===== config.mk =====
export PLATFORM = sky130hd
export DESIGN_NAME = osc_sources
export DESIGN_NICKNAME = d
export VERILOG_FILES = /design/src/rtl/osc_pkg.sv /design/src/rtl/osc_startup.sv /design/src/rtl/osc_sources.sv
export VERILOG_INCLUDE_DIRS = /design/src /design/src/rtl
export SDC_FILE = /design/constraint.sdc
export NUM_CORES = 1
export LEC_CHECK = 0
export ABC_AREA = 1
export BUFFER_PORTS_ARGS = -buffer_cell sky130_fd_sc_hd__buf_4
export CORE_ASPECT_RATIO = 1.25
export CORE_MARGIN = 5
export CORE_UTILIZATION = 40
export CTS_CLUSTER_SIZE = 24
export DETAILED_ROUTE_END_ITERATION = 10
export GPL_TIMING_DRIVEN = 0
export SETUP_SLACK_MARGIN = 0.02
export SYNTH_ARGS = -nofsm -noshare
export SYNTH_HDL_FRONTEND = slang
export SYNTH_SLANG_ARGS = --single-unit

===== constraint.sdc =====
create_clock -name clock -period 7.7 [get_ports clock]
set_clock_uncertainty 0.2 [all_clocks]
set_input_delay 1.155 -clock clock [delete_from_list [all_inputs] [get_ports clock]]
set_output_delay 1.155 -clock clock [all_outputs]
set_load 0.01 [all_outputs]

===== src/rtl/osc_params.svh =====
`ifndef OSC_PARAMS_SVH
`define OSC_PARAMS_SVH
// ==========================================
// register offsets
`define OSC_OFF_MCLK_SEL 8'h00
`define OSC_OFF_PRESCALER 8'h01
`define OSC_OFF_LOCK 8'h02
`define OSC_OFF_STATUS 8'h03
`define OSC_OFF_MAIN_CTRL 8'h10
`define OSC_OFF_TRIM_A 8'h11
`define OSC_OFF_TRIM_B 8'h12
`define OSC_OFF_ULP_CTRL 8'h18
`define OSC_OFF_XTAL_CTRL 8'h1C
`define OSC_OFF_CHG_PROT 8'h34
`define OSC_OFF_ERR_LOW_V 8'h40
`define OSC_OFF_ERR_HIGH_V 8'h41
// ==========================================
// reset values and keys
`define OSC_RST_MCLK_SEL 8'h00
`define OSC_RST_PRESCALER 8'h11
`define OSC_IO_UNLOCK_KEY 8'hD8
`define OSC_UNLOCK_WINDOW 3'h4
// ==========================================
// field positions
`define OSC_XTAL_ENABLE 0
`define OSC_XTAL_SEL 2
`define OSC_XTAL_CRYSTAL_STARTUP_COUNT_LO 4
`define OSC_TRIMB_LOCK 7
// ==========================================
// timing counts
`define OSC_EXTRA_CYCLES 4
`define OSC_PIN_CLK_CYCLES 2
`define OSC_MAIN_ANALOG_NS 12000
`define OSC_ULP_ANALOG_NS 250000
`define OSC_CLK_NS 10
`define OSC_TICK_1K_NS 1000000
`endif


===== src/rtl/osc_pkg.sv =====
package osc_pkg;
   typedef enum logic [1:0] {
      OSC_SRC_MAIN, OSC_SRC_ULP, OSC_SRC_XTAL, OSC_SRC_PIN
   } osc_src_type;
   typedef struct packed {
      logic [7:0] addr;
      logic [7:0] wdata;
      logic wr;
      logic rd;
   } osc_bus_type;
   typedef struct packed {
      logic main_rc;
      logic ulp_rc;
      logic crystal;
      logic pin_clock;
   } osc_req_type;
endpackage : osc_pkg


===== src/rtl/osc_startup.sv =====
`timescale 1ns/1ns
`default_nettype none
module osc_startup #(
   parameter int CW = 16
) (
   // clock and reset
   input wire logic clock,
   input wire logic rst,
   // control
   input wire logic request,
   input wire logic osc_edge,
   input wire logic [CW-1:0] analog_cycles,
   input wire logic [CW-1:0] edge_count,
   // status
   output logic stable
);
   typedef enum logic [1:0] {ST_OFF, ST_ANALOG, ST_EDGES, ST_ON} osc_state_type;
   osc_state_type state_q;
   logic [CW-1:0] count_q;
   always_ff @(posedge clock or posedge rst) begin
      if (rst) begin
         state_q <= ST_OFF;
         count_q <= '0;
      end else if (!request) begin
         state_q <= ST_OFF;
         count_q <= '0;
      end else begin
         unique case (state_q)
            ST_OFF: begin
               state_q <= (analog_cycles == '0) ? ST_EDGES : ST_ANALOG;
               count_q <= '0;
            end
            ST_ANALOG: begin
               if (count_q + 1'b1 >= analog_cycles) begin
                  state_q <= ST_EDGES;
                  count_q <= '0;
               end else begin
                  count_q <= count_q + 1'b1;
               end
            end
            ST_EDGES: begin
               if (osc_edge) begin
                  if (count_q + 1'b1 >= edge_count) begin
                     state_q <= ST_ON;
                  end
                  count_q <= count_q + 1'b1;
               end
            end
            ST_ON: count_q <= count_q;
         endcase
      end
   end
   assign stable = (state_q == ST_ON);
endmodule : osc_startup
`default_nettype wire


===== src/rtl/osc_sources.sv =====
// Function
// - fuse trims loaded into fields at reset
// - center and slope trims drive oscillator
// - frequency select fuse sets reset frequency
// - trim lock fuse blocks trim writes
// - main lock with main source blocks trims
// - trims writable only after unlock
// - main ready after analog plus four
// - signature error bytes for 3V, 5V
// - error byte is compressed Q1.10
// - ulp oscillator gives 1 kHz tick
// - ulp ready after startup plus four
// - select bit picks crystal or external clock
// - enable takes pins, gates start
// - startup count field sets crystal wait
// - external clock on crystal pin: two
// - pin source request switches pin mode
// - pin source ready after two cycles
// - unlock key then write within four
// - unprotected write leaves register unchanged
// - all control registers need unlock key
// - reset: main rc, prescale by six
//
// Implementation choices: strobed register access and the register addresses.
`include "osc_params.svh"
`timescale 1ns/1ns
`default_nettype none
module osc_sources
   import osc_pkg::*;
#(
   parameter int MAIN_ANALOG_NS = `OSC_MAIN_ANALOG_NS,
   parameter int ULP_ANALOG_NS = `OSC_ULP_ANALOG_NS,
   parameter int TICK_NS = `OSC_TICK_1K_NS,
   parameter logic [7:0] ERR_LOW_V = 8'h00,
   parameter logic [7:0] ERR_HIGH_V = 8'h00
) (
   // clock and reset
   input wire logic clock,
   input wire logic rst,
   // register port
   input wire osc_bus_type bus,
   output logic [7:0] rdata,
   // fuses
   input wire logic [6:0] fuse_center_trim,
   input wire logic [3:0] fuse_temp_trim,
   input wire logic [1:0] freq_select_fuse,
   input wire logic trim_lock_fuse,
   // clock requests and oscillator edges
   input wire osc_req_type req,
   input wire logic main_edge,
   input wire logic ulp_edge,
   input wire logic crystal_edge,
   input wire logic pin_edge,
   // oscillator controls
   output logic [6:0] center_freq_trim,
   output logic [3:0] temp_slope_trim,
   output logic [1:0] main_freq_select,
   output logic [1:0] main_clock_source,
   output logic [4:0] prescaler_setting,
   output logic crystal_run,
   output logic crystal_ext_clock,
   output logic crystal_pins_taken,
   output logic pin_clock_mode,
   output logic ulp_tick_1k,
   output logic [3:0] ready
);
   // ==========================================
   // timing
   localparam int MAIN_CYC = (MAIN_ANALOG_NS + `OSC_CLK_NS - 1) / `OSC_CLK_NS;
   localparam int ULP_CYC = (ULP_ANALOG_NS + `OSC_CLK_NS - 1) / `OSC_CLK_NS;
   localparam int TICK_CYC = TICK_NS / `OSC_CLK_NS;
   // ==========================================
   // state
   logic [7:0] mclk_sel_q, prescaler_q, main_ctrl_q, ulp_ctrl_q, xtal_ctrl_q;
   logic [6:0] trim_a_q;
   logic [3:0] trim_b_q;
   logic trim_lock_q, clk_lock_q, fuse_lock_q, fuse_taken_q;
   logic [1:0] freq_sel_q;
   logic [2:0] unlock_q;
   logic [7:0] rdata_q;
   logic [19:0] tick_cnt_q;
   logic tick_q;
   logic [3:0] ready_q;
   logic [3:0] stable_w;
   // ==========================================
   // decode
   wire unlocked_w = (unlock_q != 3'h0);
   wire key_w = bus.wr && (bus.addr == `OSC_OFF_CHG_PROT) && (bus.wdata == `OSC_IO_UNLOCK_KEY);
   wire prot_wr_w = bus.wr && unlocked_w;
   wire main_locked_w = clk_lock_q;
   wire trim_blocked_w = fuse_lock_q || trim_lock_q
      || (main_locked_w && mclk_sel_q[1:0] == OSC_SRC_MAIN);
   wire trim_ok_w = prot_wr_w && !trim_blocked_w;
   wire mclk_ok_w = prot_wr_w && !main_locked_w;
   wire xtal_en_w = xtal_ctrl_q[`OSC_XTAL_ENABLE];
   wire [3:0] want_w = {req.pin_clock, req.crystal && xtal_en_w,
      req.ulp_rc || ulp_ctrl_q[1], req.main_rc || main_ctrl_q[1]};
   wire [15:0] xtal_wait_w = xtal_ctrl_q[`OSC_XTAL_SEL] ? 16'(`OSC_PIN_CLK_CYCLES)
      : (16'h0400 << xtal_ctrl_q[5:4]);
   // ==========================================
   // unlock window: the key write opens it for OSC_UNLOCK_WINDOW clock cycles, counted down every cycle
   always_ff @(posedge clock or posedge rst) begin
      if (rst) begin
         unlock_q <= 3'h0;
      end else if (key_w) begin
         unlock_q <= `OSC_UNLOCK_WINDOW;
      end else if (unlocked_w) begin
         unlock_q <= unlock_q - 3'h1;
      end
   end
   // ==========================================
   // fuses are sampled at the first edge after reset release
   always_ff @(posedge clock or posedge rst) begin
      if (rst) begin
         fuse_taken_q <= 1'b0;
         fuse_lock_q <= 1'b0;
         freq_sel_q <= 2'h0;
      end else if (!fuse_taken_q) begin
         fuse_taken_q <= 1'b1;
         fuse_lock_q <= trim_lock_fuse;
         freq_sel_q <= freq_select_fuse;
      end
   end
   // ==========================================
   // control registers
   always_ff @(posedge clock or posedge rst) begin
      if (rst) begin
         mclk_sel_q <= `OSC_RST_MCLK_SEL;
         prescaler_q <= `OSC_RST_PRESCALER;
         clk_lock_q <= 1'b0;
         main_ctrl_q <= 8'h00;
         ulp_ctrl_q <= 8'h00;
         xtal_ctrl_q <= 8'h00;
         trim_a_q <= 7'h00;
         trim_b_q <= 4'h0;
         trim_lock_q <= 1'b0;
      end else if (!fuse_taken_q) begin
         trim_a_q <= fuse_center_trim;
         trim_b_q <= fuse_temp_trim;
         clk_lock_q <= trim_lock_fuse;
      end else if (prot_wr_w) begin
         unique case (bus.addr)
            `OSC_OFF_MCLK_SEL: if (mclk_ok_w) mclk_sel_q <= bus.wdata & 8'h83;
            `OSC_OFF_PRESCALER: if (mclk_ok_w) prescaler_q <= bus.wdata & 8'h1F;
            `OSC_OFF_LOCK: if (!main_locked_w) clk_lock_q <= bus.wdata[0];
            `OSC_OFF_MAIN_CTRL: main_ctrl_q <= bus.wdata & 8'h02;
            `OSC_OFF_ULP_CTRL: ulp_ctrl_q <= bus.wdata & 8'h02;
            `OSC_OFF_XTAL_CTRL: xtal_ctrl_q <= bus.wdata & 8'h37;
            `OSC_OFF_TRIM_A: if (trim_ok_w) trim_a_q <= bus.wdata[6:0];
            `OSC_OFF_TRIM_B: if (trim_ok_w) begin
               trim_b_q <= bus.wdata[3:0];
               trim_lock_q <= bus.wdata[`OSC_TRIMB_LOCK];
            end
            default: ;
         endcase
      end
   end
   // ==========================================
   // start-up counters, one per source
   wire [63:0] analog_w = {16'h0000, 16'h0000, 16'(ULP_CYC), 16'(MAIN_CYC)};
   wire [63:0] edges_w = {16'(`OSC_PIN_CLK_CYCLES), xtal_wait_w,
      16'(`OSC_EXTRA_CYCLES), 16'(`OSC_EXTRA_CYCLES)};
   wire [3:0] edge_w = {pin_edge, crystal_edge, ulp_edge, main_edge};
   genvar g;
   generate
      for (g = 0; g < 4; g++) begin : g_osc
         osc_startup #(.CW(16)) u_start (
            .clock(clock),
            .rst(rst),
            .request(want_w[g]),
            .osc_edge(edge_w[g]),
            .analog_cycles(analog_w[g*16 +: 16]),
            .edge_count(edges_w[g*16 +: 16]),
            .stable(stable_w[g])
         );
      end
   endgenerate
   // ==========================================
   // 1 kHz tick from the ulp oscillator, only while it is ready
   always_ff @(posedge clock or posedge rst) begin
      if (rst) begin
         tick_cnt_q <= 20'h00000;
         tick_q <= 1'b0;
      end else if (!stable_w[1]) begin
         tick_cnt_q <= 20'h00000;
         tick_q <= 1'b0;
      end else if (tick_cnt_q == 20'(TICK_CYC - 1)) begin
         tick_cnt_q <= 20'h00000;
         tick_q <= 1'b1;
      end else begin
         tick_cnt_q <= tick_cnt_q + 20'h00001;
         tick_q <= 1'b0;
      end
   end
   // ==========================================
   // read port
   wire [7:0] status_w = {ready_q[3], ready_q[2], ready_q[1], ready_q[0], 4'h0};
   logic [7:0] rsel_w;
   always_comb begin
      unique case (bus.addr)
         `OSC_OFF_MCLK_SEL: rsel_w = mclk_sel_q;
         `OSC_OFF_PRESCALER: rsel_w = prescaler_q;
         `OSC_OFF_LOCK: rsel_w = {7'h00, clk_lock_q};
         `OSC_OFF_STATUS: rsel_w = status_w;
         `OSC_OFF_MAIN_CTRL: rsel_w = main_ctrl_q;
         `OSC_OFF_TRIM_A: rsel_w = {1'b0, trim_a_q};
         `OSC_OFF_TRIM_B: rsel_w = {trim_lock_q, 3'h0, trim_b_q};
         `OSC_OFF_ULP_CTRL: rsel_w = ulp_ctrl_q;
         `OSC_OFF_XTAL_CTRL: rsel_w = xtal_ctrl_q;
         `OSC_OFF_ERR_LOW_V: rsel_w = ERR_LOW_V;
         `OSC_OFF_ERR_HIGH_V: rsel_w = ERR_HIGH_V;
         default: rsel_w = 8'h00;
      endcase
   end
   // ==========================================
   // registered outputs
   logic [6:0] ctr_q;
   logic [3:0] tmp_q;
   logic [1:0] fsel_q, src_q;
   logic [4:0] psc_q;
   logic xrun_q, xext_q, xpin_q, pmode_q;
   always_ff @(posedge clock or posedge rst) begin
      if (rst) begin
         rdata_q <= 8'h00;
         ready_q <= 4'h0;
         ctr_q <= 7'h00;
         tmp_q <= 4'h0;
         fsel_q <= 2'h0;
         src_q <= 2'h0;
         psc_q <= 5'h11;
         xrun_q <= 1'b0;
         xext_q <= 1'b0;
         xpin_q <= 1'b0;
         pmode_q <= 1'b0;
      end else begin
         rdata_q <= bus.rd ? rsel_w : 8'h00;
         ready_q <= stable_w & want_w;
         ctr_q <= trim_a_q;
         tmp_q <= trim_b_q;
         fsel_q <= freq_sel_q;
         src_q <= mclk_sel_q[1:0];
         psc_q <= prescaler_q[4:0];
         xrun_q <= want_w[2];
         xext_q <= xtal_ctrl_q[`OSC_XTAL_SEL];
         xpin_q <= xtal_en_w;
         pmode_q <= req.pin_clock;
      end
   end
   assign rdata = rdata_q;
   assign ready = ready_q;
   assign center_freq_trim = ctr_q;
   assign temp_slope_trim = tmp_q;
   assign main_freq_select = fsel_q;
   assign main_clock_source = src_q;
   assign prescaler_setting = psc_q;
   assign crystal_run = xrun_q;
   assign crystal_ext_clock = xext_q;
   assign crystal_pins_taken = xpin_q;
   assign pin_clock_mode = pmode_q;
   assign ulp_tick_1k = tick_q;
endmodule : osc_sources
`default_nettype wire


==> results of run 1 <==
==> worst reg2reg max path, stage by stage (launching register included) <==
cell	delay (ns)
sky130_fd_sc_hd__dfrtp_1	0.43
sky130_fd_sc_hd__inv_1	0.08
sky130_fd_sc_hd__ha_1	0.25
sky130_fd_sc_hd__inv_1	0.12
sky130_fd_sc_hd__nor3_1	0.09
sky130_fd_sc_hd__nor2_1	0.54
sky130_fd_sc_hd__nand2_1	0.22
sky130_fd_sc_hd__inv_1	0.32
sky130_fd_sc_hd__nand2_2	0.19
sky130_fd_sc_hd__o21ai_1	0.17
==> metal layers <==
layer | track usage (%) | routed length (um) | vias up
li1 | - | - | 3910
met1 | 23.41 | 9772 | 3643
met2 | 31.25 | 10880 | 151
met3 | 3.332 | 864 | 33
met4 | 5.507 | 453 | 0
met5 | 0 | 0 | -
==> how the worst max path moves through the flow <==
stage                                                           to  slack (ns)
final                     g_osc[1].u_start.count_q[11]$_DFFE_PP0P_        4.77
after global routing       g_osc[1].u_start.count_q[9]$_DFFE_PP0P_        4.56
after CTS                 g_osc[1].u_start.count_q[11]$_DFFE_PP0P_        4.73
after detailed placement   g_osc[1].u_start.count_q[8]$_DFFE_PP0P_        4.30
after global placement    g_osc[2].u_start.count_q[15]$_DFFE_PP0P_       -0.12
after floorplan                      center_freq_trim[0]$_DFF_PP0_        1.92
==> layout by cell type (no fill, tap or decap), types with 3 or more instances in the layout <==
cell	instances
sky130_fd_sc_hd__nand2_1	283
sky130_fd_sc_hd__a31oi_1	7
sky130_fd_sc_hd__a221oi_1	4
sky130_fd_sc_hd__inv_8	6
sky130_fd_sc_hd__inv_2	5
sky130_fd_sc_hd__nand3b_1	4
sky130_fd_sc_hd__a21oi_1	21
sky130_fd_sc_hd__nor3_1	26
sky130_fd_sc_hd__inv_1	158
sky130_fd_sc_hd__o211ai_1	3
sky130_fd_sc_hd__nor2_2	3
sky130_fd_sc_hd__dfrtp_1	160
sky130_fd_sc_hd__nor2_4	4
sky130_fd_sc_hd__clkbuf_1	6
sky130_fd_sc_hd__nand3_2	4
sky130_fd_sc_hd__nand3_1	78
sky130_fd_sc_hd__nor2_1	130
sky130_fd_sc_hd__buf_4	78
sky130_fd_sc_hd__clkbuf_16	17
sky130_fd_sc_hd__dfstp_2	4
sky130_fd_sc_hd__clkinv_1	4
sky130_fd_sc_hd__nor4_1	8
sky130_fd_sc_hd__o22ai_1	17
sky130_fd_sc_hd__nand4_1	35
sky130_fd_sc_hd__nand2_2	6
sky130_fd_sc_hd__xor2_1	26
sky130_fd_sc_hd__ha_1	28
sky130_fd_sc_hd__inv_6	5
sky130_fd_sc_hd__o21ai_1	13
sky130_fd_sc_hd__o21ai_0	74
==> power by group through the flow <==
| stage | sequential [mW] | combinational, mW | clock [mW] |
|---|---|---|---|
| after detailed placement | 0.968 | 0.397 | 0 |
| after global routing | 0.959 | 0.454 | 0.897 |
| final | 0.951 | 0.393 | 0.838 |
| after floorplan | 0.959 | 0.272 | 0 |
| after CTS | 0.952 | 0.400 | 0.861 |
| after global placement | 0.967 | 0.391 | 0 |
==> cell families after synthesis <==
group                      share of synthesized area, %
adders and majority gates                         3.960
xor gates and xnor gates                          2.673
buffers and inverters                             7.737
AOI/OAI and AO/OA                                 9.632
other                                           0.04239
DFF                                               46.45
muxes                                            0.2546
and+or+nand+nor                                   29.25
==> layout make-up <==
type,count,area [sq um]
Buffer,9,53.80
Inverter,168,638.1
Clock inverter,15,153.9
Fill cell,2131,11300
Sequential cell,164,4109
Clock buffer,17,425.4
Timing Repair Buffer,79,613.1
Multi-Input combinational cell,798,4053
Tap cell,279,349.1
==> state kept, by name, indices dropped and copies added, names as in the netlist, 5 cells and up <==
| name | flops |
|---|---|
| g_osc.u_start.state_q | 8 |
| xtal_ctrl_q | 5 |
| tick_cnt_q | 20 |
| rdata | 8 |
| g_osc.u_start.count_q | 64 |
| prescaler_setting | 5 |
| prescaler_q | 5 |
| trim_a_q | 7 |
| center_freq_trim | 7 |
==> results.txt, run 1 <==
----------------------------------------------------
[Outcome]
  Result of the run ... complete, no violations

[GRT]
  Number of antenna violations at the first check in global routing ... 1
  Pin count of the biggest net entering global routing ... 129
  First-pass GRT wire length ... 37,290 um
  Combined global-route utilization of all metal layers ... a little under a fifth
  Number of global-route vias before repair ... between 7k and 8k
  Total overflow reported by the global router ... 0

[Routing]
  Number of DRC violations after detailed-routing iteration 0 ... approximately 470
  DRC Markers ... 0
  Vias/cell ... just over 5
  Number of vias after detailed routing ... a little under 8k
  Post-route antenna net violation count ... 0
  Final wirelength ... 21,970 um
  Number of optimization iterations in the first detailed-route pass ... 5
  Drt wl/cell ... around 14 um

[Logic synthesis]
  Proportion of register bits with asynchronous set or reset after synthesis ... 100.0%
  Number of standard cells after synthesis ... 1,139
  Post-synthesis cell type count ... 48
  Synthesized area divided by synthesized cell count ... between 7 and 8 sq um
  Synthesized flop and latch total ... 164
  Area share of the largest cell type after synthesis ... between 40% and 50%
  Commonest cells post-synth ... 283 x sky130_fd_sc_hd__nand2_1, 160 x sky130_fd_sc_hd__dfrtp_1, 159 x sky130_fd_sc_hd__inv_1, 130 x sky130_fd_sc_hd__nor2_1, 78 x sky130_fd_sc_hd__nand3_1
  Leading register cell type out of synthesis ... sky130_fd_sc_hd__dfrtp_1
  Most area-consuming cells after synthesis ... sky130_fd_sc_hd__dfrtp_1 45%, sky130_fd_sc_hd__nand2_1 12%, sky130_fd_sc_hd__inv_1 6.7%, sky130_fd_sc_hd__nor2_1 5.5%, sky130_fd_sc_hd__nand3_1 4.4%
  Net count of the mapped netlist ... roughly 1.2k
  Sequential area share after synthesis ... 46.45%
  Most common cell in the synthesized netlist ... sky130_fd_sc_hd__nand2_1
  Number of enable-type register cells in the synthesized netlist ... 0
  Total standard cell area after synthesis ... a little under 9000 sq um
  Leading area contributor after synthesis ... sky130_fd_sc_hd__dfrtp_1
  Number of warnings issued by yosys ... 0

[STA]
  Final number of setup-violating endpoints ... 0
  Slew Viols, Final ... 0
  Setup repair after global routing missed its margin ... no
  Summed negative setup slack over all endpoints ... 0 ns
  Slack of the critical path ... 4.769 ns
  Final clock period utilization by the worst path ... a little under two fifths
  Relative slew slack ... between 20% and 30%
  Hold Slack ... 0.1766 ns
  Hold Violations, Final ... 0
  Slew at the pin closest to its max-slew limit ... about 1.1 ns
  Final Critical Period ... ~2.9 ns
  Maximum clock frequency ... ~340 MHz

[Placed design]
  DP Cell Count ... between 1k and 1.5k
  Placed Instance Area ... 9816 sq um
  Hpwl dp ... around 17,000 um
  IO Port Bufs ... just under 80
  Pre-CTS setup slack ... 4.299 ns
  RePlAce Congestion ... between 0.8 and 0.9

[Worst setup path]
  Ordered cell list for the critical path ... buf_4 > nor2_1 > nor2_1 > nor2_1 > nand2_1 > inv_1 > nand2_2 > o21ai_1
  Start-to-end type of the worst setup path ... in2reg
  Cell repeated most along the worst path ... sky130_fd_sc_hd__nor2_1
  Standard cell with the maximum stage delay on the critical path ... sky130_fd_sc_hd__nor2_1
  Critical path's largest stage delay ... roughly 0.55 ns
  CP bufs+invs ... 2
  Cell depth of the worst setup path ... 8
  Worst flop-to-flop path startpoint ... g_osc[1].u_start.state_q[0]$_DFFE_PP0P_
  Worst r2r path cells ... 9
  Worst r2r dst ... g_osc[1].u_start.count_q[11]$_DFFE_PP0P_
  Worst setup slack for register-to-register paths ... 5.02 ns
  Type of origin of the critical path ... primary input
  Critical-path maximum fanout ... 10
  Critical Path End Type ... flip-flop
  Dominant delay contributor by cell family on the critical path ... simple AND/OR/NAND/NOR gates
  Required arrival time at the worst endpoint ... 7.85 ns
  Data arrival time of the worst path ... between 3 and 4 ns
  Worst setup path startpoint ... req[2]

[Floorplanning]
  Placement row count ... 60
  Die X ... roughly 140 um
  Starting Density ... around two fifths
  Vert. Die Dim ... about 180 um
  Floorplan Core Area ... around 22,000 sq um
  Die ar. ... roughly 25,000 sq um
  # IOs ... between 70 and 80

[Clock tree]
  Clock sink count ... approximately 160
  Number of buffers inserted by hold repair at cts ... 0
  Num CTS Buffers ... 17
  Buffer levels on the longest clock path ... 2
  H-tree depth ... 4
  Worst-skew pair later-pin latency ... between 0.4 and 0.5 ns
  Count of instances resized after the clock tree is built ... 0
  Clock tree from TritonCTS ... yes
  Post-CTS Repair Setup Buffers ... 0
  CTS root buffer ... sky130_fd_sc_hd__clkbuf_16
  Clock slew at reported path FFs ... roughly 0.07 ns

[Power and ir drop]
  Static leakage ... between 4 and 5 nW
  Clock share of power ... a little under two fifths
  P per Cell Area ... between 200 and 250 nW/um^2
  Final total power ... between 2 and 2.5 mW
  Fraction of power consumed by combinational cells ... between 15 and 20%
  Power dissipated by switching net loads ... 0.6972 mW
  Share of power burned in registers ... a little over two fifths
  Worst VDD drop ... roughly 0.21 mV
  Internal cell power ... between 1 and 1.5 mW
  Switching share of power ... between 30% and 40%

[Worst hold path]
  Worst Hold Depth ... 0
  Type of the most critical hold path ... reg2reg
  Startpoint of the lowest-slack hold path ... freq_sel_q[0]$_DFFE_PP0N_
  Destination of the worst hold path ... main_freq_select[0]$_DFF_PP0_

[Cells and area]
  Final cell count without fillers ... 1,529
  Total inserted antenna cells ... 0
  # nets final ... about 1.3k
  Area added between synthesis and finish ... 17.51%
  Final standard cell area without fillers ... just over 10,000 sq um
  Final Util ... 47.91%
  Share of cells above drive strength 1 ... around an eighth

[Run]
  Number of max-cap violations ... 0

----------------------------------------------------
Power figures use the tool's default switching activity.
==> inputs of run 2 (changes only) <==
==> constraint.sdc (replaced) <==
create_clock -name clock -period 3 [get_ports clock]
set_clock_uncertainty 0.2 [all_clocks]
set_input_delay 0.45 -clock clock [delete_from_list [all_inputs] [get_ports clock]]
set_output_delay 0.45 -clock clock [all_outputs]
set_load 0.01 [all_outputs]
==> run 2 against run 1 <==
  * Global-route usage about the same
  * Setup slack got worse by 4.5 ns
  * Highest routed layer unchanged
  * Largest power group unchanged
  * Final cell count grew 0.46%
==> results.txt, run 2 (synthesized netlist as in run 1, its figures left out) <==
----------------------------------------------------
[Power and ir drop]
  Worst VDD drop ... 0.4089 mV (+96%)
  P per Cell Area ... 535.1 nW/um^2 (+150%)
  Final total power ... 5.608 mW (+160%)
  Static leakage ... 4.888 nW (+0.63%)

[GRT]
  Met2 GRT Util ... 31.96% (+0.71 points)
  Pin count of the biggest net entering global routing ... 43 (-67%)
  Total overflow reported by the global router ... 0 (unchanged)
  Combined global-route utilization of all metal layers ... 18.23% (-0.021 points)
  M1 GR Usage ... 23.08% (-0.33 points)
  First-pass GRT wire length ... 37,250 um (about the same)
  Busiest metal layer after global routing ... met2
  Number of global-route vias before repair ... 7,569 (-1.4%)
  Fraction of met3 tracks used by global routing ... 2.628% (-0.70 points)
  Number of antenna violations at the first check in global routing ... 0 (-1)

[Cells and area]
  # nets final ... 1,314 (+0.54%)
  Most frequent cells in the layout ... 283 x sky130_fd_sc_hd__nand2_1, 160 x sky130_fd_sc_hd__dfrtp_1, 158 x sky130_fd_sc_hd__inv_1
  Top Registers ... g_osc.u_start.count_q x64, tick_cnt_q x20
  Final standard cell area without fillers ... 10,480 sq um (+0.83%)
  Total inserted antenna cells ... 0 (unchanged)
  Register cell area after layout ... 4109 sq um (unchanged)
  Area added between synthesis and finish ... 18.49%
  Layout fillers ... 2,146 (+0.70%)
  Multi-input gate area ... 4053 sq um (unchanged)
  Share of cells above drive strength 1 ... 12.17% (+0.17 points)
  Final Util ... 48.31% (+0.40 points)
  Final cell count without fillers ... 1,536 (+0.46%)
  Largest reg by FF count ... g_osc.u_start.count_q
  Max reg flops ... 64 (unchanged)
  Most frequent standard cell in the layout excluding fill and tap cells ... sky130_fd_sc_hd__nand2_1

[Clock tree]
  Worst-skew pair later-pin latency ... 0.43 ns (about the same)
  H-tree depth ... 4 (unchanged)
  Num CTS Buffers ... 17 (unchanged)
  Clock slew at reported path FFs ... 0.07 ns (about the same)
  Clock sink count ... 164 (unchanged)
  Buffer levels on the longest clock path ... 2 (unchanged)
  Clock tree from TritonCTS ... yes
  CTS root buffer ... sky130_fd_sc_hd__clkbuf_16
  Count of instances resized after the clock tree is built ... 0 (unchanged)

[Worst setup path]
  CP bufs+invs ... 3 (+1)
  Critical path's largest stage delay ... 0.58 ns (+0.03 ns)
  Required arrival time at the worst endpoint ... 3.15 ns (-4.70 ns)
  Type of origin of the critical path ... flip-flop
  Start-to-end type of the worst setup path ... reg2reg
  Dominant delay contributor by cell family on the critical path ... simple AND/OR/NAND/NOR gates
  Cell repeated most along the worst path ... sky130_fd_sc_hd__inv_1
  Cell depth of the worst setup path ... 9 (+1)
  Data arrival time of the worst path ... 2.86 ns (-0.22 ns)
  Standard cell with the maximum stage delay on the critical path ... sky130_fd_sc_hd__nor2_1
  Critical Path End Type ... flip-flop
  Ordered cell list for the critical path ... inv_1 > ha_1 > inv_1 > nor3_1 > nor2_1 > nand2_1 > inv_1 > nand2_2 > o21ai_1
  Worst r2r path cells ... 9 (unchanged)
  Critical-path maximum fanout ... 10 (unchanged)

[STA]
  Slew Viols, Final ... 0 (unchanged)
  Slew at the pin closest to its max-slew limit ... 1.094 ns (+0.01954 ns)
  Slack of the critical path ... 0.2979 ns (-4.471 ns)
  Final clock period utilization by the worst path ... approximately nine tenths
  Setup repair after global routing missed its margin ... no
  Hold Violations, Final ... 0 (unchanged)
  Final Critical Period ... about 2.7 ns
  Relative slew slack ... 26.38% (-1.3 points)
  Hold Slack ... 0.03483 ns (-0.1418 ns)
  Final number of setup-violating endpoints ... 0 (unchanged)
  Maximum clock frequency ... about 370 MHz
  Summed negative setup slack over all endpoints ... 0 ns (unchanged)

[Routing]
  Number of vias after detailed routing ... 7,741 (+0.052%)
  Drt wl/cell ... 14.44 um (+0.51%)
  DRC Markers ... 0 (unchanged)
  Final wirelength ... 22,180 um (+0.97%)
  Vias/cell ... 5.040 (-0.40%)
  Number of DRC violations after detailed-routing iteration 0 ... 409 (-14%)
  Number of optimization iterations in the first detailed-route pass ... 5 (unchanged)
  Post-route antenna net violation count ... 0 (unchanged)

[Worst hold path]
  Worst Hold Depth ... 3 (+3)
  Type of the most critical hold path ... in2reg

[Floorplanning]
  Starting Density ... 40.77% (unchanged)
  Vert. Die Dim ... 176.3 um (unchanged)
  Floorplan Core Area ... 21,700 sq um (unchanged)
  Placement row count ... 60 (unchanged)
  Die ar. ... 25,210 sq um (unchanged)
  # IOs ... 79 (unchanged)
  Die X ... 143.0 um (unchanged)

[Run]
  Number of max-cap violations ... 0 (unchanged)

[Placed design]
  DP Cell Count ... 1,500 (+0.20%)
  Pre-CTS setup slack ... 0.2791 ns (-4.020 ns)
  IO Port Bufs ... 78 (unchanged)
  RePlAce Congestion ... 0.8955 (unchanged)
  Hpwl dp ... 16,820 um (+0.96%)
  Placed Instance Area ... 9864 sq um (+0.50%)

[Outcome]
  Result of the run ... complete, no violations

----------------------------------------------------
## run 2: tightest hold or removal path, stage by stage
cell                      delay, ns
sky130_fd_sc_hd__buf_4         0.08
sky130_fd_sc_hd__nand2_1       0.05
sky130_fd_sc_hd__inv_1         0.05
## run 2: per-layer routing
metal | part of all wire (%) | vias to the layer above
li1 | - | 3919
met3 | 3.7 | 29
met2 | 50 | 142
met5 | 0 | -
met1 | 44 | 3651
met4 | 1.8 | 0
## run 2: final timing paths
| path | startpoint | endpoint | slack (ns) |
|---|---|---|---|
| min in group asynchronous | rst | g_osc[3].u_start.count_q[1]$_DFFE_PP0P_ | 0.41 |
| max | g_osc[1].u_start.state_q[0]$_DFFE_PP0P_ | g_osc[1].u_start.count_q[8]$_DFFE_PP0P_ | 0.30 |
| max reg2reg | g_osc[1].u_start.state_q[0]$_DFFE_PP0P_ | g_osc[1].u_start.count_q[8]$_DFFE_PP0P_ | 0.30 |
| min reg2reg | freq_sel_q[1]$_DFFE_PP0N_ | main_freq_select[1]$_DFF_PP0_ | 0.18 |
| max in group asynchronous | rst | prescaler_setting[4]$_DFF_PP1_ | 1.07 |
| min | req[1] | g_osc[2].u_start.state_q[1]$_DFFE_PP0P_ | 0.03 |
## run 2: timing repair
item,in CTS,in global routing
buffers inserted,0,0
hold endpoints to repair,23,0
hold buffers,4,0
## run 2: where the power goes
part | switching (mW) | internal, mW
Clock | 1.04 | 1.11
Sequential | 0.109 | 2.33
Combinational | 0.643 | 0.372
## run 2: cell type report
class,instances,area share (%)
well taps,279,3.331
flip-flops and latches,164,39.20
inverters,168,6.052
clock buffers,17,4.059
clock inverters,15,1.444
multi-input cells,798,38.67
plain buffers,9,0.5133
repair buffers,86,6.733
